==> src/include/hcwf_map.svh <==
// Purpose: Offsets, field positions, reset values and timing figures of the code word framer
// Assumes: 25 MHz core clock
// Notes: Definitions only
`ifndef HCWF_MAP_SVH
`define HCWF_MAP_SVH

// ---------------------------------------------------------------
// Clock and time figures
// ---------------------------------------------------------------
`define HCWF_CLK_MHZ 25
`define HCWF_TE_MIN_US 100
`define HCWF_RELEASE_DEBOUNCE_MS 30
`define HCWF_REPEAT_WINDOW_MS 500
`define HCWF_LONG_PREAMBLE_MS 50
`define HCWF_MS_CYCLES(ms) ((ms) * 1000 * `HCWF_CLK_MHZ)
`define HCWF_TE_CYCLES (`HCWF_TE_MIN_US * `HCWF_CLK_MHZ)

// ---------------------------------------------------------------
// Period lengths in timing elements
// ---------------------------------------------------------------
`define HCWF_PREAMBLE_TE 16'h001F
`define HCWF_HDR_PWM_TE 16'h000A
`define HCWF_HDR_MAN_TE 16'h0004
`define HCWF_DATA_PWM_TE 16'h00CF
`define HCWF_DATA_MAN_TE 16'h008E
`define HCWF_GUARD_PWM_TE 16'h002E
`define HCWF_GUARD_MAN_TE 16'h001F

// ---------------------------------------------------------------
// Code word field positions and reset values
// ---------------------------------------------------------------
`define HCWF_WORD_BITS 69
`define HCWF_CRC_SPAN 65
`define HCWF_MAN_LAST_BIT 7'h46
`define HCWF_LOW_SUPPLY_FLAG_BIT 7'h40
`define HCWF_WRAP_RESET 2'h3
`define HCWF_TALLY_MAX 2'h3
`define HCWF_COUNT_TOP 16'hFFFF
`define HCWF_LOW7_TOP 7'h7F
`define HCWF_MIN_WORDS_ONE 3'h1
`define HCWF_MIN_WORDS_FOUR 3'h4

`endif

==> src/include/hcwf_pkg.sv <==
// Purpose: Types shared by the code word framer
// Assumes: Nothing
// Notes: Constants live in hcwf_map.svh
package hcwf_pkg;

  // ---------------------------------------------------------------
  // Word sequencer states, Gray along idle-setup-preamble-header-data-guard
  // ---------------------------------------------------------------
  typedef enum logic [2:0] {
    HCWF_IDLE = 3'h0,
    HCWF_SETUP = 3'h1,
    HCWF_PREAMBLE = 3'h3,
    HCWF_HEADER = 3'h2,
    HCWF_DATA = 3'h6,
    HCWF_GUARD = 3'h7
  } hcwf_state_t;

  typedef enum logic [1:0] {
    HCWF_SEED_NEVER = 2'h0,
    HCWF_SEED_LIMITED = 2'h1,
    HCWF_SEED_ALWAYS = 2'h2,
    HCWF_SEED_TWO_KEY = 2'h3
  } hcwf_seed_mode_t;

endpackage

==> src/rtl/hcwf_te_timer.sv <==
// Purpose: Timing element divider, one tick per element
// Assumes: period of at least 2 cycles
// Notes: Clear restarts the element from its first cycle
`timescale 1ns/1ps
module hcwf_te_timer (
  input wire logic clock, // Core clock
  input wire logic reset, // Synchronous reset, active high
  input wire logic clear, // Restart the element
  input wire logic [15:0] period, // Element length in cycles
  output logic tick // Last cycle of an element
);

  logic [15:0] count;

  assign tick = !clear && (count == period - 16'h0001);

  always_ff @(posedge clock) begin
    if (reset || clear || tick) begin
      count <= 16'h0000;
    end else begin
      count <= count + 16'h0001;
    end
  end

endmodule

==> src/rtl/hcwf_crc2.sv <==
// Purpose: Two-bit check over the leading bits of a code word
// Assumes: Bit 0 is the first bit sent
// Notes: Purely combinational
`timescale 1ns/1ps
module hcwf_crc2 #(
  parameter int WIDTH = 65
) (
  input wire logic [WIDTH-1:0] bits, // Covered bits, first sent in bit 0
  output logic [1:0] crc // Upper bit in 1, lower in 0
);

  always_comb begin
    logic [1:0] c;
    c = 2'h0;
    for (int i = 0; i < WIDTH; i++) begin
      c = {c[0] ^ bits[i], c[0] ^ bits[i] ^ c[1]};
    end
    crc = c;
  end

endmodule

==> src/rtl/hcwf_framer.sv <==
// Purpose: Builds and serially sends the 69-bit hopping or seed code word
// Assumes: Cipher engine outside answers cipher_start with cipher_done
// Notes: Configuration arrives as static level ports
// Behaviour
// - Preamble, header, 32 encrypted, 37 fixed, guard
// - Encrypted part: buttons, wraps, check, counter
// - Narrow serial: status, buttons, 28-bit serial
// - Wide serial: status, full 32-bit serial
// - Narrow serial top nibble carries button status
// - Release then re-press in window increments tally
// - Tally saturates at 3, holds on re-press within debounce, clears otherwise
// - Release ends after minimum; re-press restarts
// - Two-bit check over first 65 bits
// - Check recurrence from zero, bits 0..64
// - Supply sampled at onset and before bit
// - Low-supply bit one when below trip
// - Wrap flags clear on first, second wrap
// - Seed word replaces 60 bits, 69 long
// - Seed mode chooses never, limited, always
// - Coding select zero means pulse width
// - Manchester adds leading, closing one
// - Same word repeats while inputs stay
// - Period lengths per coding in elements
// - Baud select sets element, Manchester doubled
// - Blanking sends every second or fourth, every word at baud select 0
// - Long preamble stretches only first word
// - Button status includes antenna input
// - Minimum one or four complete words
`timescale 1ns/1ps
`include "hcwf_map.svh"
module hcwf_framer #(
  parameter int TE_CYCLES = `HCWF_TE_CYCLES,
  parameter int DEBOUNCE_CYCLES = `HCWF_MS_CYCLES(`HCWF_RELEASE_DEBOUNCE_MS),
  parameter int WINDOW_CYCLES = `HCWF_MS_CYCLES(`HCWF_REPEAT_WINDOW_MS),
  parameter int LONG_PRE_CYCLES = `HCWF_MS_CYCLES(`HCWF_LONG_PREAMBLE_MS)
) (
  input wire logic clock, // Core clock, 25 MHz
  input wire logic reset, // Synchronous reset, active high
  input wire logic [2:0] button_pins, // Button inputs, asynchronous
  input wire logic lf_antenna_input, // Antenna detector, asynchronous
  input wire logic low_supply_flag, // Low-voltage detector, asynchronous
  input wire logic line_coding_select, // 0 pulse width, 1 Manchester
  input wire logic [1:0] baud_select, // Timing element select
  input wire logic word_blanking_enable, // Blank alternate words, three of four at baud select 3, none at 0
  input wire logic long_preamble_enable, // Stretch first preamble
  input wire logic minimum_four_words_option, // At least four words
  input wire logic wide_serial_option, // Full 32-bit serial
  input wire logic seed_enable, // Seed option, upper mode bit
  input wire logic temporary_learning_enable, // Seed option, lower mode bit
  input wire logic [31:0] serial_number, // Device serial
  input wire logic [9:0] post_decrypt_check_field, // Check value
  input wire logic [59:0] seed_value, // Learning seed
  input wire logic [31:0] cipher_word, // Encrypted result
  input wire logic cipher_done, // Result valid, one cycle
  output logic cipher_start, // Plain word valid, one cycle
  output logic [31:0] plain_word, // Word to encrypt
  output logic data_out, // Coded serial data
  output logic transmitting, // Transmission in progress
  output logic [15:0] counter_value, // Synchronization counter
  output logic wrap_flag_first, // First overflow flag
  output logic wrap_flag_second, // Second overflow flag
  output logic [1:0] repeat_press_tally // Press-repeat tally
);

  // ---------------------------------------------------------------
  // Input synchronisers
  // ---------------------------------------------------------------
  logic [4:0] sync_a;
  logic [4:0] sync_b;

  always_ff @(posedge clock) begin
    if (reset) begin
      sync_a <= 5'h00;
      sync_b <= 5'h00;
    end else begin
      sync_a <= {low_supply_flag, lf_antenna_input, button_pins};
      sync_b <= sync_a;
    end
  end

  logic [3:0] live_status;
  logic low_supply_flag_live;
  logic press;

  assign live_status = sync_b[3:0];
  assign low_supply_flag_live = sync_b[4];
  assign press = |live_status;

  // ---------------------------------------------------------------
  // Activation and press-repeat tally
  // ---------------------------------------------------------------
  hcwf_pkg::hcwf_state_t state;
  logic was_press;
  logic [3:0] active_status;
  logic [31:0] gap_cnt;
  logic start_evt;
  logic same_press;

  assign start_evt = press && (!was_press || |(live_status & ~active_status));
  assign same_press = live_status == active_status;

  always_ff @(posedge clock) begin
    if (reset) begin
      was_press <= 1'b0;
      active_status <= 4'h0;
    end else begin
      was_press <= press;
      if (start_evt) begin
        active_status <= live_status;
      end
    end
  end

  always_ff @(posedge clock) begin
    if (reset || press) begin
      gap_cnt <= 32'h0000_0000;
    end else if (gap_cnt <= WINDOW_CYCLES) begin
      gap_cnt <= gap_cnt + 32'h0000_0001;
    end
  end

  always_ff @(posedge clock) begin
    if (reset) begin
      repeat_press_tally <= 2'h0;
    end else if (start_evt) begin
      if (!same_press || gap_cnt > WINDOW_CYCLES) begin
        repeat_press_tally <= 2'h0;
      end else if (gap_cnt >= DEBOUNCE_CYCLES && repeat_press_tally != `HCWF_TALLY_MAX) begin
        repeat_press_tally <= repeat_press_tally + 2'h1;
      end
    end
  end

  // ---------------------------------------------------------------
  // Counter, wrap flags and seed permission
  // ---------------------------------------------------------------
  hcwf_pkg::hcwf_seed_mode_t seed_mode;
  logic temp_seed_allowed;
  logic seed_ok;
  logic is_seed;
  logic [15:0] next_counter;
  logic next_wrap_first;
  logic next_wrap_second;

  assign seed_mode = hcwf_pkg::hcwf_seed_mode_t'({seed_enable, temporary_learning_enable});
  assign seed_ok = (seed_mode == hcwf_pkg::HCWF_SEED_ALWAYS)
    || (seed_mode == hcwf_pkg::HCWF_SEED_LIMITED && temp_seed_allowed);
  assign is_seed = seed_ok && live_status[2:0] == 3'h7;
  assign next_counter = counter_value + 16'h0001;
  assign next_wrap_first = wrap_flag_first && counter_value != `HCWF_COUNT_TOP;
  assign next_wrap_second = wrap_flag_second
    && !(counter_value == `HCWF_COUNT_TOP && !wrap_flag_first);

  always_ff @(posedge clock) begin
    if (reset) begin
      counter_value <= 16'h0000;
      wrap_flag_first <= 1'(`HCWF_WRAP_RESET);
      wrap_flag_second <= 1'(`HCWF_WRAP_RESET >> 1);
      temp_seed_allowed <= 1'b1;
    end else if (start_evt && !is_seed) begin
      counter_value <= next_counter;
      wrap_flag_first <= next_wrap_first;
      wrap_flag_second <= next_wrap_second;
      if (counter_value[6:0] == `HCWF_LOW7_TOP) begin
        temp_seed_allowed <= 1'b0;
      end
    end
  end

  always_ff @(posedge clock) begin
    if (reset) begin
      cipher_start <= 1'b0;
      plain_word <= 32'h0000_0000;
    end else begin
      cipher_start <= start_evt && !is_seed;
      if (start_evt && !is_seed) begin
        plain_word <= {live_status, next_wrap_second, next_wrap_first,
          post_decrypt_check_field, next_counter};
      end
    end
  end

  // ---------------------------------------------------------------
  // Word assembly and check bits
  // ---------------------------------------------------------------
  logic [63:0] word_reg;
  logic seed_word;
  logic low_supply_flag_onset;
  logic low_supply_flag_tx;
  logic [1:0] crc;
  logic [68:0] tx_vec;

  hcwf_crc2 #(
    .WIDTH(`HCWF_CRC_SPAN)
  ) u_crc (
    .bits({low_supply_flag_onset, word_reg}),
    .crc(crc)
  );

  // Status bits: supply, check pair, tally
  assign tx_vec = {repeat_press_tally, crc, low_supply_flag_tx, word_reg};

  always_ff @(posedge clock) begin
    if (reset) begin
      seed_word <= 1'b0;
      low_supply_flag_onset <= 1'b0;
      word_reg <= 64'h0000_0000_0000_0000;
    end else if (start_evt) begin
      seed_word <= is_seed;
      low_supply_flag_onset <= low_supply_flag_live;
      if (is_seed) begin
        word_reg <= {live_status, seed_value};
      end
    end else if (state == hcwf_pkg::HCWF_SETUP && cipher_done) begin
      word_reg[31:0] <= cipher_word;
      if (wide_serial_option) begin
        word_reg[63:32] <= serial_number;
      end else begin
        word_reg[63:32] <= {active_status, serial_number[27:0]};
      end
    end
  end

  // ---------------------------------------------------------------
  // Element timing
  // ---------------------------------------------------------------
  logic [15:0] te_period;
  logic tick;
  int rate_mult;

  always_comb begin
    unique case (baud_select)
      2'h0: rate_mult = 4;
      2'h1: rate_mult = 2;
      2'h2: rate_mult = 1;
      2'h3: rate_mult = 1;
    endcase
    te_period = 16'(TE_CYCLES * rate_mult * (line_coding_select ? 2 : 1));
  end

  hcwf_te_timer u_timer (
    .clock(clock),
    .reset(reset),
    .clear(state == hcwf_pkg::HCWF_IDLE || state == hcwf_pkg::HCWF_SETUP),
    .period(te_period),
    .tick(tick)
  );

  // ---------------------------------------------------------------
  // Word sequencer
  // ---------------------------------------------------------------
  logic [15:0] idx;
  logic [6:0] bit_cnt;
  logic [1:0] phase;
  logic [1:0] slot;
  logic [2:0] words_done;
  logic first_word;
  logic [31:0] lp_cnt;
  logic lp_done;
  logic [15:0] hdr_len;
  logic [15:0] data_len;
  logic [15:0] guard_len;
  logic [2:0] min_words;
  logic [1:0] phase_last;
  logic word_end;

  assign hdr_len = line_coding_select ? `HCWF_HDR_MAN_TE : `HCWF_HDR_PWM_TE;
  assign data_len = line_coding_select ? `HCWF_DATA_MAN_TE : `HCWF_DATA_PWM_TE;
  assign guard_len = line_coding_select ? `HCWF_GUARD_MAN_TE : `HCWF_GUARD_PWM_TE;
  assign phase_last = line_coding_select ? 2'h1 : 2'h2;
  assign min_words = minimum_four_words_option ? `HCWF_MIN_WORDS_FOUR
    : `HCWF_MIN_WORDS_ONE;
  assign lp_done = !long_preamble_enable || !first_word
    || lp_cnt >= LONG_PRE_CYCLES;
  assign word_end = state == hcwf_pkg::HCWF_GUARD && tick && idx == guard_len - 16'h0001;

  always_ff @(posedge clock) begin
    if (reset) begin
      lp_cnt <= 32'h0000_0000;
    end else if (state != hcwf_pkg::HCWF_PREAMBLE) begin
      lp_cnt <= 32'h0000_0000;
    end else if (!lp_done) begin
      lp_cnt <= lp_cnt + 32'h0000_0001;
    end
  end

  always_ff @(posedge clock) begin
    if (reset) begin
      state <= hcwf_pkg::HCWF_IDLE;
      idx <= 16'h0000;
    end else if (start_evt) begin
      state <= hcwf_pkg::HCWF_SETUP;
      idx <= 16'h0000;
    end else begin
      unique case (state)
        hcwf_pkg::HCWF_IDLE: idx <= 16'h0000;
        hcwf_pkg::HCWF_SETUP: begin
          if (seed_word || cipher_done) begin
            state <= hcwf_pkg::HCWF_PREAMBLE;
          end
        end
        hcwf_pkg::HCWF_PREAMBLE: begin
          if (tick) begin
            if (idx >= `HCWF_PREAMBLE_TE - 16'h0001 && !idx[0] && lp_done) begin
              state <= hcwf_pkg::HCWF_HEADER;
              idx <= 16'h0000;
            end else begin
              idx <= idx + 16'h0001;
            end
          end
        end
        hcwf_pkg::HCWF_HEADER: begin
          if (tick) begin
            idx <= (idx == hdr_len - 16'h0001) ? 16'h0000 : idx + 16'h0001;
            if (idx == hdr_len - 16'h0001) begin
              state <= hcwf_pkg::HCWF_DATA;
            end
          end
        end
        hcwf_pkg::HCWF_DATA: begin
          if (tick) begin
            idx <= (idx == data_len - 16'h0001) ? 16'h0000 : idx + 16'h0001;
            if (idx == data_len - 16'h0001) begin
              state <= hcwf_pkg::HCWF_GUARD;
            end
          end
        end
        hcwf_pkg::HCWF_GUARD: begin
          if (tick) begin
            idx <= (idx == guard_len - 16'h0001) ? 16'h0000 : idx + 16'h0001;
          end
          if (word_end) begin
            if (!press && words_done + 3'h1 >= min_words) begin
              state <= hcwf_pkg::HCWF_IDLE;
            end else begin
              state <= hcwf_pkg::HCWF_PREAMBLE;
            end
          end
        end
        default: state <= hcwf_pkg::HCWF_IDLE;
      endcase
    end
  end

  // Word counts, blanking slot and bit position
  always_ff @(posedge clock) begin
    if (reset || start_evt) begin
      slot <= 2'h0;
      words_done <= 3'h0;
      first_word <= 1'b1;
    end else if (word_end) begin
      slot <= slot + 2'h1;
      first_word <= 1'b0;
      if (words_done != `HCWF_MIN_WORDS_FOUR) begin
        words_done <= words_done + 3'h1;
      end
    end
  end

  always_ff @(posedge clock) begin
    if (reset || state != hcwf_pkg::HCWF_DATA) begin
      bit_cnt <= 7'h00;
      phase <= 2'h0;
    end else if (tick) begin
      if (phase == phase_last) begin
        phase <= 2'h0;
        bit_cnt <= bit_cnt + 7'h01;
      end else begin
        phase <= phase + 2'h1;
      end
    end
  end

  // ---------------------------------------------------------------
  // Line coding and output
  // ---------------------------------------------------------------
  logic [6:0] tx_index;
  logic data_bit;
  logic blank;
  logic next_data_out;

  always_comb begin
    tx_index = line_coding_select ? bit_cnt - 7'h01 : bit_cnt;
    if (line_coding_select && (bit_cnt == 7'h00 || bit_cnt == `HCWF_MAN_LAST_BIT)) begin
      data_bit = 1'b1;
    end else if (tx_index < 7'(`HCWF_WORD_BITS)) begin
      data_bit = tx_vec[tx_index];
    end else begin
      data_bit = 1'b0;
    end
  end

  // Supply sample held from the last element before the supply bit
  always_ff @(posedge clock) begin
    if (reset) begin
      low_supply_flag_tx <= 1'b0;
    end else if (state != hcwf_pkg::HCWF_DATA || tx_index < `HCWF_LOW_SUPPLY_FLAG_BIT) begin
      low_supply_flag_tx <= low_supply_flag_live;
    end
  end

  assign blank = word_blanking_enable && ((baud_select == 2'h3) ? slot != 2'h0
    : (baud_select != 2'h0 && slot[0]));

  always_comb begin
    next_data_out = 1'b0;
    unique case (state)
      hcwf_pkg::HCWF_PREAMBLE: next_data_out = !idx[0];
      hcwf_pkg::HCWF_DATA: begin
        if (line_coding_select) begin
          next_data_out = (phase == 2'h0) ? data_bit : !data_bit;
        end else begin
          next_data_out = (phase == 2'h0) || (phase == 2'h1 && !data_bit);
        end
      end
      default: next_data_out = 1'b0;
    endcase
  end

  always_ff @(posedge clock) begin
    if (reset) begin
      data_out <= 1'b0;
      transmitting <= 1'b0;
    end else begin
      data_out <= next_data_out && !blank;
      transmitting <= state != hcwf_pkg::HCWF_IDLE;
    end
  end

endmodule

==> config.mk <==
export PLATFORM = sky130hd
export DESIGN_NAME = hcwf_framer
export DESIGN_NICKNAME = d
export VERILOG_FILES = /design/src/include/hcwf_pkg.sv /design/src/rtl/hcwf_te_timer.sv /design/src/rtl/hcwf_crc2.sv /design/src/rtl/hcwf_framer.sv
export VERILOG_INCLUDE_DIRS = /design/src /design/src/include
export SDC_FILE = /design/constraint.sdc
export NUM_CORES = 1
export LEC_CHECK = 0
export BUFFER_PORTS_ARGS = -buffer_cell sky130_fd_sc_hd__buf_2
export CORE_MARGIN = 5
export CORE_UTILIZATION = 47
export CTS_BUF_LIST = sky130_fd_sc_hd__clkbuf_16
export DETAILED_ROUTE_END_ITERATION = 8
export PLACE_DENSITY = 0.72
export SLEW_MARGIN = 15
export SYNTH_ARGS = -nofsm -noshare
export SYNTH_HDL_FRONTEND = slang
export SYNTH_HIERARCHICAL = 1
export SYNTH_SLANG_ARGS = --single-unit
==> constraint.sdc <==
create_clock -name clock -period 6.1 [get_ports clock]
set_input_delay 0.305 -clock clock [delete_from_list [all_inputs] [get_ports clock]]
set_output_delay 0.305 -clock clock [all_outputs]
set_load 0.02 [all_outputs]
# Word-level counts from Yosys, hierarchy flattened
# Index checks and enable logic that the tools add are counted.
[word_totals] reg_bits=252 input_bits=151 wordCells=343
[classes] reduce_logical=70 n_eq_ne=45 n_mux=43 n_bitwise=131 n_mul=2 add_sub_neg=15 n_lt_le_gt_ge=9
[ops] op="$mux W64" count=3
[ops] op="$mux W16" count=8
[ops] op="$xor A1 B1 Y1" count=128
[ops] op="$pmux W32 S3" count=1
[ops] op="$pmux W16 S5" count=1
[ops] op="$add A32 B1 Y32 const B" count=2
[ops] op="$eq A16 B16 Y1" count=4
[ops] op="$add A16 B1 Y16 const B" count=3
[ops] op="$ge A32 B20 Y1 const B" count=1
[ops] op="$ge A32 B21 Y1 const B" count=1
[ops] op="$gt A32 B24 Y1 const B" count=1
[ops] op="$le A32 B24 Y1 const B" count=1
[ops] op="$mul A11 B32 Y30 const A" count=1
[ops] op="$mux W32" count=1
[ops] op="$mul A30 B3 Y14" count=1
[ops] op="$mux W3" count=9
[ops] op="$ne A3 B3 Y1 const B" count=9
[ops] op="$logic_and A1 B1 Y1" count=20
[ops] op="$ne A2 B2 Y1 const B" count=10
[ops] op="$pmux W3 S6" count=1
[ops] op="$reduce_and A9 Y1" count=2
[ops] op="$eq A16 B16 Y1 const B" count=1
[ops] op="$ge A16 B5 Y1 const B" count=1
[ops] op="$ne A16 B16 Y1 const B" count=1
[ops] op="other kinds (43)" count=104

# Logic depth before layout (Yosys ltp)
[depth] word_depth=138 depth_mapped=23

# Hierarchy
# The synthesis kept the hierarchy.
[by_module_without_submodules] mod="hcwf_framer" area_each_um2=11009.3 cells_each=1342 seq_area_each_um2=4404.2 n_inst=1
[by_module_without_submodules] mod="hcwf_te_timer" area_each_um2=1452.6 cells_each=185 seq_area_each_um2=320.3 n_inst=1
[by_module_without_submodules] mod="hcwf_crc2" area_each_um2=575.6 cells_each=61 seq_area_each_um2=0.0 n_inst=1

# Worst setup path before layout
# Ideal clock, no wire load.
[synth_path] path_kind="input -> register" from="input port line_coding_select" to="register state[0]" slack_ps=1131 t_required_ps=5978 cell_stages=22 path_buffers=2 arrival_ps=4848 path_cell_list="clkbuf_8 inv_1 nor3_1 ha_1 ha_1 nor2_1 o21ai_0 a31oi_1 xnor2_1 xnor2_1 a2111oi_2 a41oi_1 o311a_1 nor2_1 and3_1 and2_1 clkbuf_1 a21oi_1 a221o_1 a21oi_2 o21ai_0 a221o_1"
[synth_between] elab_chain_cells=9 elab_cells_between_ends=23 cone_classes="add/sub (4); mul (1); eq/ne (10); mux (4); reduce/logical (4)"
[synth_lines] item="start, declared" line_no="hcwf_framer.sv:42" rtl="input wire logic line_coding_select,"
[synth_lines] item="$mux W2 *" line_no="hcwf_framer.sv:238" rtl="te_period = 16'(TE_CYCLES * rate_mult * (line_coding_select ? 2 : 1));"
[synth_lines] item="$mul A30 B3 Y14 *" line_no="hcwf_framer.sv:238"
[synth_lines] item="net te_period[5]" line_no="hcwf_framer.sv:227" rtl="logic [15:0] te_period;"
[synth_lines] item="$sub A16 B1 Y16 *" line_no="hcwf_te_timer.sv:15" rtl="assign tick = !clear && (count == period - 16'h0001);"
[synth_lines] item="$eq A16 B16 Y1 *" line_no="hcwf_te_timer.sv:15"
[synth_lines] item="$logic_and A1 B1 Y1 *" line_no="hcwf_te_timer.sv:15"
[synth_lines] item="net tick" line_no="hcwf_framer.sv:228" rtl="logic tick;"
[synth_lines] item="$logic_and A1 B1 Y1 (2 in a row)" line_no="hcwf_framer.sv:275" rtl="assign word_end = state == hcwf_pkg::HCWF_GUARD && tick && idx == guard_len - 16'h0001;"
[synth_lines] item="$ne A3 B3 Y1 (no line)"
[synth_lines] item="$reduce_and A9 Y1 (no line) *"
[synth_lines] item="end signal, assigned" line_no="hcwf_framer.sv:289" rtl="state <= hcwf_pkg::HCWF_IDLE;"
[synth_lines] item="end signal, assigned" line_no="hcwf_framer.sv:292" rtl="state <= hcwf_pkg::HCWF_SETUP;"
[synth_lines] item="end signal, assigned" line_no="hcwf_framer.sv:299" rtl="state <= hcwf_pkg::HCWF_PREAMBLE;"
[synth_lines] item="end, declared" line_no="hcwf_framer.sv:92" rtl="hcwf_pkg::hcwf_state_t state;"
# The timed path passes the listed nets; every way through them passes the cells marked *.
# A chain may end at the register's enable or synchronous reset.

# Final worst setup path
# Same ends and word-level chain as after synthesis.

==> summary.txt <==
Clocking
  – Clk_lat worst skew: roughly 0.55 ns
  – Post-CTS Setup Bufs: 0
  – Root buffer cell: clkbuf_16
  – CTS Buf Count: 27
  – CTS clock-pin slew for the worst setup and hold paths: 0.06 ns
  – CTS resizes: 0
  – Total clock sinks: 236
  – CTS HTree Levels: 1
  – Clock Tree Buf Depth: 3
  – CTS tree: done
  – # hold bufs at CTS: 19

Yosys
  – Post-synth top flop: dfxtp_1
  – Sequential share of the synthesized area: roughly 36%
  – Top cells by count, synth: nand2_1 (248), dfxtp_1 (236), nor2_1 (190)
  – Synth warn: 6
  – Synth area leaders: dfxtp_1 (36%), xnor2_1 (8.4%), nand2_1 (7.1%)
  – Ys async rst share: 0%
  – Post-synth top area share: 36.2%
  – Number of synthesized flops with an enable pin: 0
  – Post-synthesis register bit count: 236
  – Post-Syn Area: 13000 sq um
  – Most frequent cell after synthesis: nand2_1
  – Mapped Cells: ~1600
  – Syn Area/Cell: 8.21 sq um
  – Post-synth cell types: 86
  – Synth area leader: dfxtp_1

Place
  – Dpl hpwl: 25000 um
  – Final RePlAce weighted congestion: 0.918
  – Placed Cells: 2095
  – DP Worst Slack: 0.986 ns
  – IO Port Bufs: about 210
  – Placed inst area: 14200 sq um

Power
  – Switching Power: roughly 0.0011 W
  – Peak VDD IR: ~0.2 mV
  – Total power divided by cell area: between 200 and 300 nW/um^2
  – Pleak: 5.82 nW
  – Switching power share of the total: between 20% and 30%
  – Combinational share of power: ~17%
  – Reg power frac: 41.3%
  – Clock Power Share: about 42%
  – P_int: 0.00288 W

Critical path
  – CP Class: in2reg
  – Worst Setup SP: line_coding_select
  – Crit end category: flop
  – CP required: 6.54 ns
  – Reg2reg start: sync_b[1]
  – Worst Setup EP: state[0]
  – Reg-to-reg endpoint: word_reg[20]
  – Reg2Reg Depth: 8
  – FF-to-FF setup slack: roughly 1.8 ns
  – CP Max Fanout: 16
  – Critical Path Start Type: input port
  – Worst EP arrival: between 5 and 6 ns

Floorplan
  – Initial Util: 47.3%
  – Die footprint: 31200 sq um
  – Core ar.: 27600 sq um
  – IO Count: 206
  – Die Y: ~180 um
  – Die width: roughly 180 um
  – Num rows: 61

GRT
  – Number of global-route vias before repair: 11600
  – Total GRT Usage: between 20% and 30%
  – Initial antenna violation count: 1
  – GR Overflow Total: 0
  – First-pass GRT wire length: 56600 um
  – Largest net degree at the start of global routing: 85

Timing
  – Period utilisation layout: between 70% and 80%
  – # setup viols final: 0
  – Worst-margin pin slew: between 1 and 1.5 ns
  – Setup ws final: 1.49 ns
  – Fin Clk Skew: between 0.01 and 0.015 ns
  – Relative slew slack: 28.7%
  – Fin. max-slew vios: 0
  – RSZ-0062 raised after global routing: false
  – TNS Setup: 0 ns
  – Maximum operating frequency: 0.217 GHz
  – Crit path time final: 4.61 ns
  – Endpoints failing hold: 0

Route
  – Drt total wl: 35000 um
  – Via count: between 10000 and 15000
  – Routed len/inst: 16.2 um
  – DR DRC count: 0
  – Via density per instance: about 5.5
  – First DRT Iteration DRCs: 894
  – Post-route ant nets: 0
  – DR pass1 iterations: 5

Final layout
  – Final Cell Area: 15300 sq um
  – Non-Filler Instances: 2164
  – Post-layout util: 55.5%
  – Layout fillers: 2596
  – Layout area overhead: 17.3%
  – Largest register FFs: 64
  – Final #Nets: between 1500 and 2000
  – Share of cells above drive strength 1: 17.4%

Worst hold path
  – Hold Crit Class: in2reg

Outcome
  – Status: completed

Run
  – Max-Cap Viols: 0
## logic make-up after synthesis
| family | Yosys count | synth area share [%] |
|---|---|---|
| AOI/OAI and AO/OA | 253 | 13.8 |
| xor gates and xnor gates | 171 | 11.9 |
| adders and majority gates | 33 | 3.17 |
| DFF | 236 | 36.2 |
| buffers and inverters | 146 | 5.29 |
| muxes | 32 | 3.53 |
| other | 2 | 0.0576 |
| and+or+nand+nor | 715 | 26.0 |
## cell type report
class / instances / area, sq um / share of cell area (%)
timing repair buffer: 239 / 1330 / 8.70
antenna: 1 / 2.50 / 0.0164
clock buffer: 27 / 676 / 4.42
tap: 378 / 473 / 3.09
sequential: 236 / 4720 / 30.9
clock inverter: 22 / 226 / 1.48
inverter: 42 / 158 / 1.03
multi-input combinational: 1219 / 7710 / 50.4
## worst min path at each step
stage	startpoint	depth (start not counted)	endpoint
2_1_floorplan	sync_a[0]	1	sync_b[0]
3_3_place_gp	sync_a[0]	1	sync_b[0]
3_5_place_dp	sync_a[1]	1	sync_b[1]
4_1_cts	cipher_word[8]	3	word_reg[8]
5_1_grt	seed_value[10]	3	word_reg[10]
6_report	seed_value[25]	3	word_reg[25]
## worst max-delay path, stage by stage
cell and delay, ns:
buf_2 0.10, inv_1 0.21, nand2_1 0.25, inv_1 0.39, ha_1 0.31, ha_1 0.19
nor2_1 0.07, o21ai_0 0.12, a31oi_1 0.22, xnor2_1 0.21, xnor2_1 0.21, a2111oi_2 0.31
a41oi_1 0.08, o311a_1 0.37, nor2_1 0.09, and3_1 0.20, and2_1 0.28, a21oi_1 0.07
a221o_1 0.40, a21oi_2 0.19, o21ai_0 0.11, a221o_1 0.35
## power by group through the flow
stage | logic [W] | registers [W] | clock network, W
floorplan | 0.000486 | 0.00167 | 0
global placement | 0.000663 | 0.00168 | 0
detailed placement | 0.000671 | 0.00168 | 0
CTS | 0.000685 | 0.00164 | 0.00168
global route | 0.000745 | 0.00165 | 0.00174
finish | 0.000684 | 0.00164 | 0.00165
## cell usage in the layout, fill, tap and decap left out, drive strengths merged, types with 19 or more instances in the layout
cell | Yosys | final
a311oi | 62 | 62
dlygate4sd3 | 0 | 19
o21ai | 37 | 37
xor2 | 42 | 42
nand3 | 48 | 48
nor2 | 190 | 190
ha | 33 | 33
mux2i | 19 | 19
dfxtp | 236 | 236
nor4 | 30 | 30
nand2 | 248 | 248
and3 | 30 | 30
nand4 | 23 | 23
buf | 36 | 220
and2 | 21 | 21
inv | 41 | 48
clkbuf | 68 | 27
a21oi | 80 | 80
nor2b | 19 | 19
nor3 | 32 | 32
xnor2 | 126 | 126
## stage by stage
stage	power, W	hold WS (ns)
CTS	0.00401	0.000156
detailed placement	0.00235	0.426
floorplan	0.00216	0.414
global placement	0.00234	0.418
global route	0.00414	0.00522
finish	0.00398	0.0127
## per-layer routing
metal	vias to the layer above	global-route usage, %	wire (um)
met5	-	0	0
met4	0	5.35	702
met3	55	3.77	2320
met2	333	37.7	17000
met1	5681	27.7	15000
li1	5876	-	-
Power figures use the tool's default switching activity.
